--- config.mk ---
export PLATFORM = sky130hd
export DESIGN_NAME = fqb_query_table
export DESIGN_NICKNAME = d
export VERILOG_FILES = /design/src/rtl/fqb_query_table.v
export VERILOG_INCLUDE_DIRS = /design/src /design/src/rtl
export SDC_FILE = /design/constraint.sdc
export NUM_CORES = 1
export LEC_CHECK = 0
export BUFFER_PORTS_ARGS = -buffer_cell sky130_fd_sc_hd__buf_2
export CAP_MARGIN = 20
export CORE_ASPECT_RATIO = 1.75
export CORE_MARGIN = 2
export CORE_UTILIZATION = 48
export CTS_CLUSTER_DIAMETER = 50
export DETAILED_ROUTE_END_ITERATION = 7
export PLACE_DENSITY = 0.84
export SYNTH_ARGS = -nofsm -noshare
export SYNTH_HDL_FRONTEND = slang
export SYNTH_SLANG_ARGS = --single-unit
--- constraint.sdc ---
create_clock -name aclk -period 3.02 [get_ports aclk]
set_clock_uncertainty 0.2 [all_clocks]
set_input_delay 0 -clock aclk [delete_from_list [all_inputs] [get_ports aclk]]
set_output_delay 0 -clock aclk [all_outputs]
set_load 0.005 [all_outputs]
--- src/rtl/fqb_regs.vh ---
// query table indices, fixed values, field positions and own register map
`ifndef FQB_REGS_VH
`define FQB_REGS_VH

// ----------------------------------------------------------------------
// query indices (byte address on the bus is four times the index)
// ----------------------------------------------------------------------
`define FQB_IDX_WORD_WIDTH       10'h028
`define FQB_IDX_PAGE_READ_EXP    10'h127
`define FQB_IDX_BURST_COUNT      10'h128
`define FQB_IDX_BURST_OPT1       10'h129
`define FQB_IDX_BURST_OPT2       10'h12A
`define FQB_IDX_BURST_OPT3       10'h12B
`define FQB_IDX_BURST_OPT4       10'h12C
`define FQB_IDX_REGION_COUNT     10'h12D
`define FQB_IDX_IDENT_PART       10'h12E
`define FQB_IDX_OPS_WITHIN       10'h130
`define FQB_IDX_OPS_PROGRAM      10'h131
`define FQB_IDX_OPS_ERASE        10'h132
`define FQB_IDX_ERASE_TYPES      10'h133
`define FQB_IDX_TYPE1_GEOM       10'h134
`define FQB_IDX_TYPE1_ENDUR      10'h138
`define FQB_IDX_TYPE1_CELL       10'h13A
`define FQB_IDX_TYPE1_CAPS       10'h13B
`define FQB_IDX_TYPE2_GEOM       10'h13C
`define FQB_IDX_TYPE2_ENDUR      10'h140
`define FQB_IDX_TYPE2_CELL       10'h142
`define FQB_IDX_TYPE2_CAPS       10'h143

// ----------------------------------------------------------------------
// own control and status registers
// ----------------------------------------------------------------------
`define FQB_IDX_READ_CFG         10'h180
`define FQB_IDX_BURST_STATUS     10'h181

// ----------------------------------------------------------------------
// fixed query values
// ----------------------------------------------------------------------
`define FQB_VAL_PAGE_READ_EXP    8'h03
`define FQB_VAL_BURST_COUNT      8'h04
`define FQB_VAL_BURST_OPT1       8'h01
`define FQB_VAL_BURST_OPT2       8'h02
`define FQB_VAL_BURST_OPT3       8'h03
`define FQB_VAL_BURST_OPT4       8'h07

// ----------------------------------------------------------------------
// field layouts and masks
// ----------------------------------------------------------------------
`define FQB_BURST_CODE_MSB       2
`define FQB_BURST_CODE_CONT      3'h7
`define FQB_BURST_OPT_MASK       8'h07
`define FQB_CELL_MASK            8'h1F
`define FQB_CAPS_MASK            8'h07
`define FQB_READ_CFG_RESET       3'h7
`define FQB_STAT_SUPPORTED_BIT   0
`define FQB_STAT_CONT_BIT        1
`define FQB_STAT_WORDS_LSB       8
`define FQB_STAT_BYTES_LSB       16

// ----------------------------------------------------------------------
// bus answers
// ----------------------------------------------------------------------
`define FQB_RESP_OKAY            2'h0
`define FQB_RESP_SLVERR          2'h2
`define FQB_RESP_DECERR          2'h3

`endif

--- src/rtl/fqb_query_table.v ---
// read-only query table for burst, partition and erase-block data, AXI4-Lite slave
//
// Overview of operation
// - page-read byte holds exponent 03, eight bytes
// - word width byte scales page and burst sizes
// - burst field count at 128 reads 04
// - burst fields: code in bits 0-2, rest zero
// - code 07 means continuous linear burst
// - burst code usable directly as read config
// - burst options 129-12C read 01,02,03,07
// - region count at 12D; zero hides fields
// - identical partition count, two bytes at 12E
// - ops byte: program bits 0-3, erase 4-7
// - byte 131 ops allowed while programming
// - byte 132 ops allowed while erasing
// - erase type count zero means bulk erase
// - descriptor: y+1 blocks, z times 256 bytes
// - endurance field in units of 1000 cycles
// - cell byte: bits per cell, ECC flag bit 4
// - access caps: page, sync read, sync write
// - second descriptor set only when bottom parameter
// - reserved bits read as zero
`timescale 1ns/100ps
`include "fqb_regs.vh"

module fqb_query_table #(
	parameter [7:0]  WORD_WIDTH_CODE = 8'h01,
	parameter        BOTTOM_PARAM    = 1,
	parameter [7:0]  REGION_COUNT    = 8'h02,
	parameter [15:0] IDENT_PARTS     = 16'h0001,
	parameter [7:0]  OPS_WITHIN      = 8'h11,
	parameter [7:0]  OPS_PROGRAM     = 8'h10,
	parameter [7:0]  OPS_ERASE       = 8'h01,
	parameter [7:0]  ERASE_TYPES     = 8'h02,
	parameter [31:0] TYPE1_GEOM      = 32'h0080_0003,
	parameter [15:0] TYPE1_ENDUR     = 16'h0064,
	parameter [7:0]  TYPE1_CELL      = 8'h02,
	parameter [7:0]  TYPE1_CAPS      = 8'h03,
	parameter [31:0] TYPE2_GEOM      = 32'h0200_0000,
	parameter [15:0] TYPE2_ENDUR     = 16'h0064,
	parameter [7:0]  TYPE2_CELL      = 8'h02,
	parameter [7:0]  TYPE2_CAPS      = 8'h03
) (
	input  wire        aclk,
	input  wire        aresetn,
	input  wire [11:0] s_axi_awaddr,
	input  wire [2:0]  s_axi_awprot,
	input  wire        s_axi_awvalid,
	output reg         s_axi_awready,
	input  wire [31:0] s_axi_wdata,
	input  wire [3:0]  s_axi_wstrb,
	input  wire        s_axi_wvalid,
	output reg         s_axi_wready,
	output reg  [1:0]  s_axi_bresp,
	output reg         s_axi_bvalid,
	input  wire        s_axi_bready,
	input  wire [11:0] s_axi_araddr,
	input  wire [2:0]  s_axi_arprot,
	input  wire        s_axi_arvalid,
	output reg         s_axi_arready,
	output reg  [31:0] s_axi_rdata,
	output reg  [1:0]  s_axi_rresp,
	output reg         s_axi_rvalid,
	input  wire        s_axi_rready
);

	// ----------------------------------------------------------------------
	// state
	// ----------------------------------------------------------------------
	reg [9:0]  aw_idx_reg;
	reg        aw_full_reg;
	reg [31:0] w_data_reg;
	reg [3:0]  w_strb_reg;
	reg        w_full_reg;
	reg [2:0]  read_cfg_reg;

	// ----------------------------------------------------------------------
	// decode helpers
	// ----------------------------------------------------------------------
	// true where a query byte lives; writes there are refused
	function is_table;
		input [9:0] idx;
		begin
			is_table = (idx == `FQB_IDX_WORD_WIDTH) ||
				((idx >= `FQB_IDX_PAGE_READ_EXP) && (idx <= `FQB_IDX_TYPE2_CAPS));
		end
	endfunction

	function is_mapped;
		input [9:0] idx;
		begin
			is_mapped = is_table(idx) || (idx == `FQB_IDX_READ_CFG) ||
				(idx == `FQB_IDX_BURST_STATUS);
		end
	endfunction

	// burst words at full width; zero for continuous or unsupported
	function [7:0] burst_words;
		input [2:0] code;
		begin
			case (code)
			3'h1:    burst_words = 8'h04;
			3'h2:    burst_words = 8'h08;
			3'h3:    burst_words = 8'h10;
			default: burst_words = 8'h00;
			endcase
		end
	endfunction

	function code_supported;
		input [2:0] code;
		begin
			code_supported = (code == `FQB_VAL_BURST_OPT1) || (code == `FQB_VAL_BURST_OPT2) ||
				(code == `FQB_VAL_BURST_OPT3) || (code == `FQB_VAL_BURST_OPT4);
		end
	endfunction

	// ----------------------------------------------------------------------
	// query byte lookup
	// ----------------------------------------------------------------------
	function [7:0] query_byte;
		input [9:0] idx;
		reg         regions_on;
		reg         blocks_on;
		reg         type2_on;
		reg [7:0]   b;
		begin
			regions_on = (REGION_COUNT != 8'h00);
			blocks_on  = regions_on && (ERASE_TYPES != 8'h00);
			type2_on   = blocks_on && (BOTTOM_PARAM != 0) && (ERASE_TYPES >= 8'h02);
			b = 8'h00;
			case (idx)
			`FQB_IDX_WORD_WIDTH:    b = WORD_WIDTH_CODE;
			`FQB_IDX_PAGE_READ_EXP: b = `FQB_VAL_PAGE_READ_EXP;
			`FQB_IDX_BURST_COUNT:   b = `FQB_VAL_BURST_COUNT;
			`FQB_IDX_BURST_OPT1:    b = `FQB_VAL_BURST_OPT1 & `FQB_BURST_OPT_MASK;
			`FQB_IDX_BURST_OPT2:    b = `FQB_VAL_BURST_OPT2 & `FQB_BURST_OPT_MASK;
			`FQB_IDX_BURST_OPT3:    b = `FQB_VAL_BURST_OPT3 & `FQB_BURST_OPT_MASK;
			`FQB_IDX_BURST_OPT4:    b = `FQB_VAL_BURST_OPT4 & `FQB_BURST_OPT_MASK;
			`FQB_IDX_REGION_COUNT:  b = REGION_COUNT;
			`FQB_IDX_IDENT_PART:    b = regions_on ? IDENT_PARTS[7:0] : 8'h00;
			10'h12F:                b = regions_on ? IDENT_PARTS[15:8] : 8'h00;
			`FQB_IDX_OPS_WITHIN:    b = regions_on ? OPS_WITHIN : 8'h00;
			`FQB_IDX_OPS_PROGRAM:   b = regions_on ? OPS_PROGRAM : 8'h00;
			`FQB_IDX_OPS_ERASE:     b = regions_on ? OPS_ERASE : 8'h00;
			`FQB_IDX_ERASE_TYPES:   b = regions_on ? ERASE_TYPES : 8'h00;
			`FQB_IDX_TYPE1_GEOM:    b = blocks_on ? TYPE1_GEOM[7:0] : 8'h00;
			10'h135:                b = blocks_on ? TYPE1_GEOM[15:8] : 8'h00;
			10'h136:                b = blocks_on ? TYPE1_GEOM[23:16] : 8'h00;
			10'h137:                b = blocks_on ? TYPE1_GEOM[31:24] : 8'h00;
			`FQB_IDX_TYPE1_ENDUR:   b = blocks_on ? TYPE1_ENDUR[7:0] : 8'h00;
			10'h139:                b = blocks_on ? TYPE1_ENDUR[15:8] : 8'h00;
			`FQB_IDX_TYPE1_CELL:    b = blocks_on ? (TYPE1_CELL & `FQB_CELL_MASK) : 8'h00;
			`FQB_IDX_TYPE1_CAPS:    b = blocks_on ? (TYPE1_CAPS & `FQB_CAPS_MASK) : 8'h00;
			`FQB_IDX_TYPE2_GEOM:    b = type2_on ? TYPE2_GEOM[7:0] : 8'h00;
			10'h13D:                b = type2_on ? TYPE2_GEOM[15:8] : 8'h00;
			10'h13E:                b = type2_on ? TYPE2_GEOM[23:16] : 8'h00;
			10'h13F:                b = type2_on ? TYPE2_GEOM[31:24] : 8'h00;
			`FQB_IDX_TYPE2_ENDUR:   b = type2_on ? TYPE2_ENDUR[7:0] : 8'h00;
			10'h141:                b = type2_on ? TYPE2_ENDUR[15:8] : 8'h00;
			`FQB_IDX_TYPE2_CELL:    b = type2_on ? (TYPE2_CELL & `FQB_CELL_MASK) : 8'h00;
			`FQB_IDX_TYPE2_CAPS:    b = type2_on ? (TYPE2_CAPS & `FQB_CAPS_MASK) : 8'h00;
			default:                b = 8'h00;
			endcase
			query_byte = b;
		end
	endfunction

	// ----------------------------------------------------------------------
	// burst status derived from the read configuration
	// ----------------------------------------------------------------------
	wire [7:0]  cfg_words  = burst_words(read_cfg_reg);
	wire [15:0] cfg_bytes  = {8'h00, cfg_words} << WORD_WIDTH_CODE[3:0];
	wire        cfg_cont   = (read_cfg_reg == `FQB_BURST_CODE_CONT);
	wire        cfg_ok     = code_supported(read_cfg_reg);

	reg [31:0] status_word;
	always @* begin
		status_word = 32'h0000_0000;
		status_word[`FQB_STAT_SUPPORTED_BIT] = cfg_ok;
		status_word[`FQB_STAT_CONT_BIT] = cfg_cont;
		status_word[`FQB_STAT_WORDS_LSB +: 8] = cfg_words;
		status_word[`FQB_STAT_BYTES_LSB +: 16] = cfg_bytes;
	end

	// ----------------------------------------------------------------------
	// read data mux
	// ----------------------------------------------------------------------
	wire [9:0] ar_idx = s_axi_araddr[11:2];
	reg  [31:0] rd_word;
	always @* begin
		rd_word = 32'h0000_0000;
		if (is_table(ar_idx)) begin
			rd_word = {24'h00_0000, query_byte(ar_idx)};
		end else if (ar_idx == `FQB_IDX_READ_CFG) begin
			rd_word = {29'h0000_0000, read_cfg_reg};
		end else if (ar_idx == `FQB_IDX_BURST_STATUS) begin
			rd_word = status_word;
		end
	end

	// ----------------------------------------------------------------------
	// write channel: address and data in either order, then response
	// ----------------------------------------------------------------------
	wire aw_take = s_axi_awvalid && s_axi_awready;
	wire w_take  = s_axi_wvalid && s_axi_wready;
	wire do_write = aw_full_reg && w_full_reg && !s_axi_bvalid;

	always @(posedge aclk) begin
		if (!aresetn) begin
			aw_idx_reg    <= 10'h000;
			aw_full_reg   <= 1'b0;
			w_data_reg    <= 32'h0000_0000;
			w_strb_reg    <= 4'h0;
			w_full_reg    <= 1'b0;
			s_axi_awready <= 1'b1;
			s_axi_wready  <= 1'b1;
			s_axi_bvalid  <= 1'b0;
			s_axi_bresp   <= `FQB_RESP_OKAY;
			read_cfg_reg  <= `FQB_READ_CFG_RESET;
		end else begin
			if (aw_take) begin
				aw_idx_reg    <= s_axi_awaddr[11:2];
				aw_full_reg   <= 1'b1;
				s_axi_awready <= 1'b0;
			end
			if (w_take) begin
				w_data_reg   <= s_axi_wdata;
				w_strb_reg   <= s_axi_wstrb;
				w_full_reg   <= 1'b1;
				s_axi_wready <= 1'b0;
			end
			if (do_write) begin
				aw_full_reg  <= 1'b0;
				w_full_reg   <= 1'b0;
				s_axi_bvalid <= 1'b1;
				if (aw_idx_reg == `FQB_IDX_READ_CFG) begin
					if (w_strb_reg[0])
						read_cfg_reg <= w_data_reg[`FQB_BURST_CODE_MSB:0];
					s_axi_bresp <= `FQB_RESP_OKAY;
				end else if (is_mapped(aw_idx_reg)) begin
					s_axi_bresp <= `FQB_RESP_SLVERR;
				end else begin
					s_axi_bresp <= `FQB_RESP_DECERR;
				end
			end
			if (s_axi_bvalid && s_axi_bready) begin
				s_axi_bvalid  <= 1'b0;
				s_axi_awready <= 1'b1;
				s_axi_wready  <= 1'b1;
			end
		end
	end

	// ----------------------------------------------------------------------
	// read channel: one-cycle answer, one read in flight
	// ----------------------------------------------------------------------
	always @(posedge aclk) begin
		if (!aresetn) begin
			s_axi_arready <= 1'b1;
			s_axi_rvalid  <= 1'b0;
			s_axi_rdata   <= 32'h0000_0000;
			s_axi_rresp   <= `FQB_RESP_OKAY;
		end else begin
			if (s_axi_arvalid && s_axi_arready) begin
				s_axi_arready <= 1'b0;
				s_axi_rvalid  <= 1'b1;
				s_axi_rdata   <= rd_word;
				s_axi_rresp   <= is_mapped(ar_idx) ? `FQB_RESP_OKAY : `FQB_RESP_DECERR;
			end else if (s_axi_rvalid && s_axi_rready) begin
				s_axi_rvalid  <= 1'b0;
				s_axi_arready <= 1'b1;
			end
		end
	end

endmodule

; Yosys cells after proc, flatten, opt, wreduce, memory -nomap -nowiden
; Cells that the tools add are included.
; W data, S select, Z words.
[word_totals]
reg_bits = 60
latch_bits = 0
mem_bits_rw = 0
mem_count = 0
output_inout_bits = 41
romBits = 0
[classes]
magnitude_cmp = 4
bitwise = 1
n_addsub = 0
div_mod_pow = 0
muxes = 12
n_eq_ne = 31
n_shift = 0
mul = 0
n_reduce_logical = 27
[ops]
columns = cell, n
row1 = $eq A10 B9 Y1 const B, 25
row2 = $mux W25, 3
row3 = $pmux W8 S9, 1
row4 = $eq A10 B6 Y1 const B, 2
row5 = $ge A10 B9 Y1 const B, 2
row6 = $le A10 B9 Y1 const B, 2
row7 = $pmux W5 S3, 1
row8 = $logic_and A1 B1 Y1, 9
row9 = $logic_or A1 B1 Y1, 9
row10 = $eq A3 B2 Y1 const B, 2
row11 = $reduce_or A2 Y1, 3
row12 = $reduce_or A6 Y1, 1
row13 = $mux W1, 5
row14 = $reduce_or A5 Y1, 1
row15 = $mux W2, 2
row16 = $reduce_or A4 Y1, 1
row17 = $eq A3 B1 Y1 const B, 1
row18 = $eq A3 B3 Y1 const B, 1
row19 = $reduce_and A3 Y1, 1
row20 = $reduce_bool A2 Y1, 1
row21 = $logic_not A1 Y1, 1
row22 = $not A1 Y1, 1

; Depth between registers and ports, before layout
[logic_depth]
depth_word = 7
mapped_depth = 6

; Worst setup path before layout
; No wires, ideal clock.
[synth_timing]
kind = register to register
start = register aw_idx_reg[6]
end = register read_cfg_reg[0]
path_slack_ps = 1491
stages_incl_launch_ff = 5
t_required_ps = 2692
synth_period_minus_slack_ps = 1529
arrival_ps = 1201
path_cell_list = dfxtp_1 nor4_1 nand4_1 mux2i_1 nand2_1
[synth_via]
elab_chain_cells = 2
[synth_rtl]
columns = item, line_no
row1 = start: declaration, fqb_query_table.v:70  ; reg [9:0] aw_idx_reg;
row2 = start signal: assignment, fqb_query_table.v:223  ; aw_idx_reg <= s_axi_awaddr[11:2];
row3 = $eq A10 B9 Y1 (no source line), -
row4 = $reduce_and A3 Y1 (no source line), -
row5 = end signal: assignment, fqb_query_table.v:220  ; read_cfg_reg <= `FQB_READ_CFG_RESET;
row6 = end signal: assignment, fqb_query_table.v:239  ; read_cfg_reg <= w_data_reg[`FQB_BURST_CODE_MSB:0];
row7 = end: declaration, fqb_query_table.v:75  ; reg [2:0] read_cfg_reg;
; No other way between the ends.
; A chain may end at the register's enable or synchronous reset.

; Final worst setup path
[layout_timing]
start = register s_axi_wready
end = register w_data_reg[2]
[layout_via]
elab_chain_cells = 1
[layout_rtl]
columns = item, line_no
row1 = start: declaration, fqb_query_table.v:53  ; output reg s_axi_wready,
row2 = start signal: assignment, fqb_query_table.v:217  ; s_axi_wready <= 1'b1;
row3 = start signal: assignment, fqb_query_table.v:231  ; s_axi_wready <= 1'b0;
row4 = start signal: assignment, fqb_query_table.v:250  ; s_axi_wready <= 1'b1;
row5 = $logic_and A1 B1 Y1, fqb_query_table.v:206  ; wire w_take = s_axi_wvalid && s_axi_wready;
row6 = end signal: assignment, fqb_query_table.v:228  ; w_data_reg <= s_axi_wdata;
row7 = end: declaration, fqb_query_table.v:72  ; reg [31:0] w_data_reg;
; No other way between the ends.

==> reports/metrics.cfg <==
[clock_tree]
cts_tree = yes
cts.sinks = 36
path_clk_slew_ns = 0.07
cts_buffers = 5
cts_root_buf = clkbuf_8
cts_buffer_depth = 2
htreeDepth = 2
clkLatencyLatePin_ns = 0.28
postCtsSetupBuffers = 0

[setup_path]
cp_max_fo = 8
reg2reg_slack_ns = 0.96
reg2reg_from = s_axi_wready
endpoint = w_data_reg[2]
r2r_end = w_data_reg[2]
cp-end-kind = register
required_ns = 3.05
critical_path_class = register to register
start_kind = register
cp-startpoint = s_axi_wready
critical_path_arrival_ns = 2.08
reg2reg_depth = 4

[power_and_ir_drop]
p_leak_uw = 0.00109
switching_share = 0.265
p_comb_frac = 0.170
p_clk_frac = 0.314
p_seq_frac = 0.516
p_per_area_mw_per_mm2 = 388
p_int_uw = 735
ir_drop_mv = 0.450
p_sw_uw = 265

[die]
io_pins = 114
initial_core_util = 0.503
dieArea_mm2 = 0.00491
die_w_um = 53.8
rows = 31
die_h_um = 91.2
coreArea_mm2 = 0.00415

[routing]
remaining_drc_errors = 0
dr_total_vias = 2057
vias_per_cell = 5.68
drtIter0Drc = 50
drt-pass1-iter-count = 4
detail-route-antenna-nets = 0
routed_wl_um = 5230
wl_per_cell_um = 14.5

[global_route]
grt_start_max_net_pins = 35
grt_pass1_vias = 2003
grt_pass1_wl_um = 8560
track_usage = 0.230
grt_antenna_before_repair = 0
gr-total-overflow = 0

[sta]
rsz0062_at_grt = false
period_share = 0.681
clock.fmax_mhz = 486
fin_tns_setup_ns = 0
setup_viol = 0
slew_viol_final = 0
period_needed_ns = 2.06
finalHoldViolations = 0
timing.final.ws_setup_ns = 0.963
worst_slew_pin_slew_ns = 0.523
max-slew-margin-rel = 0.648

[synth]
synth.avg_cell_area_um2 = 8.52
synth_edf_count = 0
netlist_area_mm2 = 0.00209
synth_warnings = 0
ys_seq_elements = 36
ys.flop_type = dfxtp_1
synthArstFlopShare = 0
yosysSeqAreaShare = 0.345
synthDistinctLibCells = 57
synthCells = 245

[layout]
final_nets = 386
final_cell_area_mm2 = 0.00258
largest_reg_flops = 10
fin_util = 0.622
final_common_cell = buf_2
synthToLayoutAreaGrowth_pct = 23.6
layout_common_cells = buf_2 (52), nand2_1 (40), dfxtp_1 (36)
drive_gt1_frac = 0.208
antenna_cells = 0

[placed_design]
dp_hpwl_um = 3500
postPlaceCellArea_mm2 = 0.00224
gp_congestion = 0.799
dpl_worst_slack_ns = 1.19
portBuffers = 52

[flow_run]
cap_violations = 0

[hold_path]
min_path_type = input port to register

[outcome]
run_status = completed

[cell usage after synthesis, types with 3 or more instances]
library cell | instances | area [µm²]
buf_2 | 4 | 20.0
nand4_1 | 6 | 37.5
o21ai_0 | 8 | 40.0
a31oi_1 | 5 | 31.3
clkbuf_1 | 6 | 22.5
nor2_1 | 5 | 18.8
a21oi_1 | 6 | 30.0
nor3b_1 | 4 | 30.0
mux2i_1 | 3 | 30.0
buf_4 | 24 | 180
inv_1 | 3 | 11.3
a21boi_0 | 20 | 150
and2_1 | 5 | 31.3
nor2b_1 | 5 | 31.3
a21boi_1 | 3 | 22.5
nor4_1 | 3 | 18.8
or3b_1 | 5 | 43.8
nand2_1 | 40 | 150
dfxtp_1 | 36 | 721
nand2b_1 | 3 | 18.8
nand3_1 | 6 | 30.0
[worst max-delay path, stage by stage (launching register included)]
cell,delay (ns)
dfxtp_1,0.45
nand3_1,0.10
dlygate4sd3_1,0.56
a21boi_0,0.14
dlygate4sd3_1,0.56
[cell type report]
cell class / count / area, µm²
repair buffers: 78 / 520
well taps: 49 / 61.3
fillers: 367 / 1570
flip-flops and latches: 36 / 721
multi-input cells: 189 / 1190
clock buffers: 6 / 72.6
clock inverters: 1 / 5.00
inverters: 3 / 11.3
[stage by stage]
stage,hold slack (ns),total power (µW),instances
after global routing,0.0252,1040,362
after CTS,0.00856,1000,362
after global placement,0.00699,659,329
after floorplan,-0.0996,628,263
after detailed placement,0.0528,664,329
final,0.0224,1000,362
[how the worst min path moves through the flow]
stage	start	endpoint	slack [ns]	cells after the start
floorplan	s_axi_awvalid	s_axi_awready	-0.1	1
global placement	s_axi_awvalid	s_axi_awready	0.007	2
detailed placement	s_axi_awvalid	s_axi_awready	0.05	2
CTS	s_axi_araddr[3]	s_axi_rdata[1]	0.009	3
global route	s_axi_araddr[3]	s_axi_rdata[1]	0.03	3
finish	s_axi_araddr[3]	s_axi_rdata[1]	0.02	3
[power groups by stage]
stage / clock (µW) / sequential [µW] / combinational (µW)
finish: 314 / 516 / 170
global route: 336 / 519 / 189
CTS: 321 / 515 / 166
detailed placement: 0 / 526 / 139
global placement: 0 / 525 / 134
floorplan: 0 / 522 / 105
[per-layer routing]
metal	routed length (µm)	vias to the layer above	track usage
li1	-	986	-
met4	214	0	0.120
met3	242	25	0.0313
met2	2890	89	0.427
met5	0	-	0
met1	1890	957	0.226
[cells by family after synthesis]
logic type	Yosys count	share of synthesized area
other cells	1	0.00180
simple gates	105	0.306
mux	3	0.0144
xor+xnor	1	0.00420
compound gates	61	0.210
flops	36	0.345
buf+inv	38	0.118
[repair_timing]
item | 4_1_cts | 5_1_grt
hold endpoints to repair | 26 | 0
gates resized for setup | 0 | 0
hold buffers | 26 | 0
Note: power is estimated with default switching activity, not from simulation.
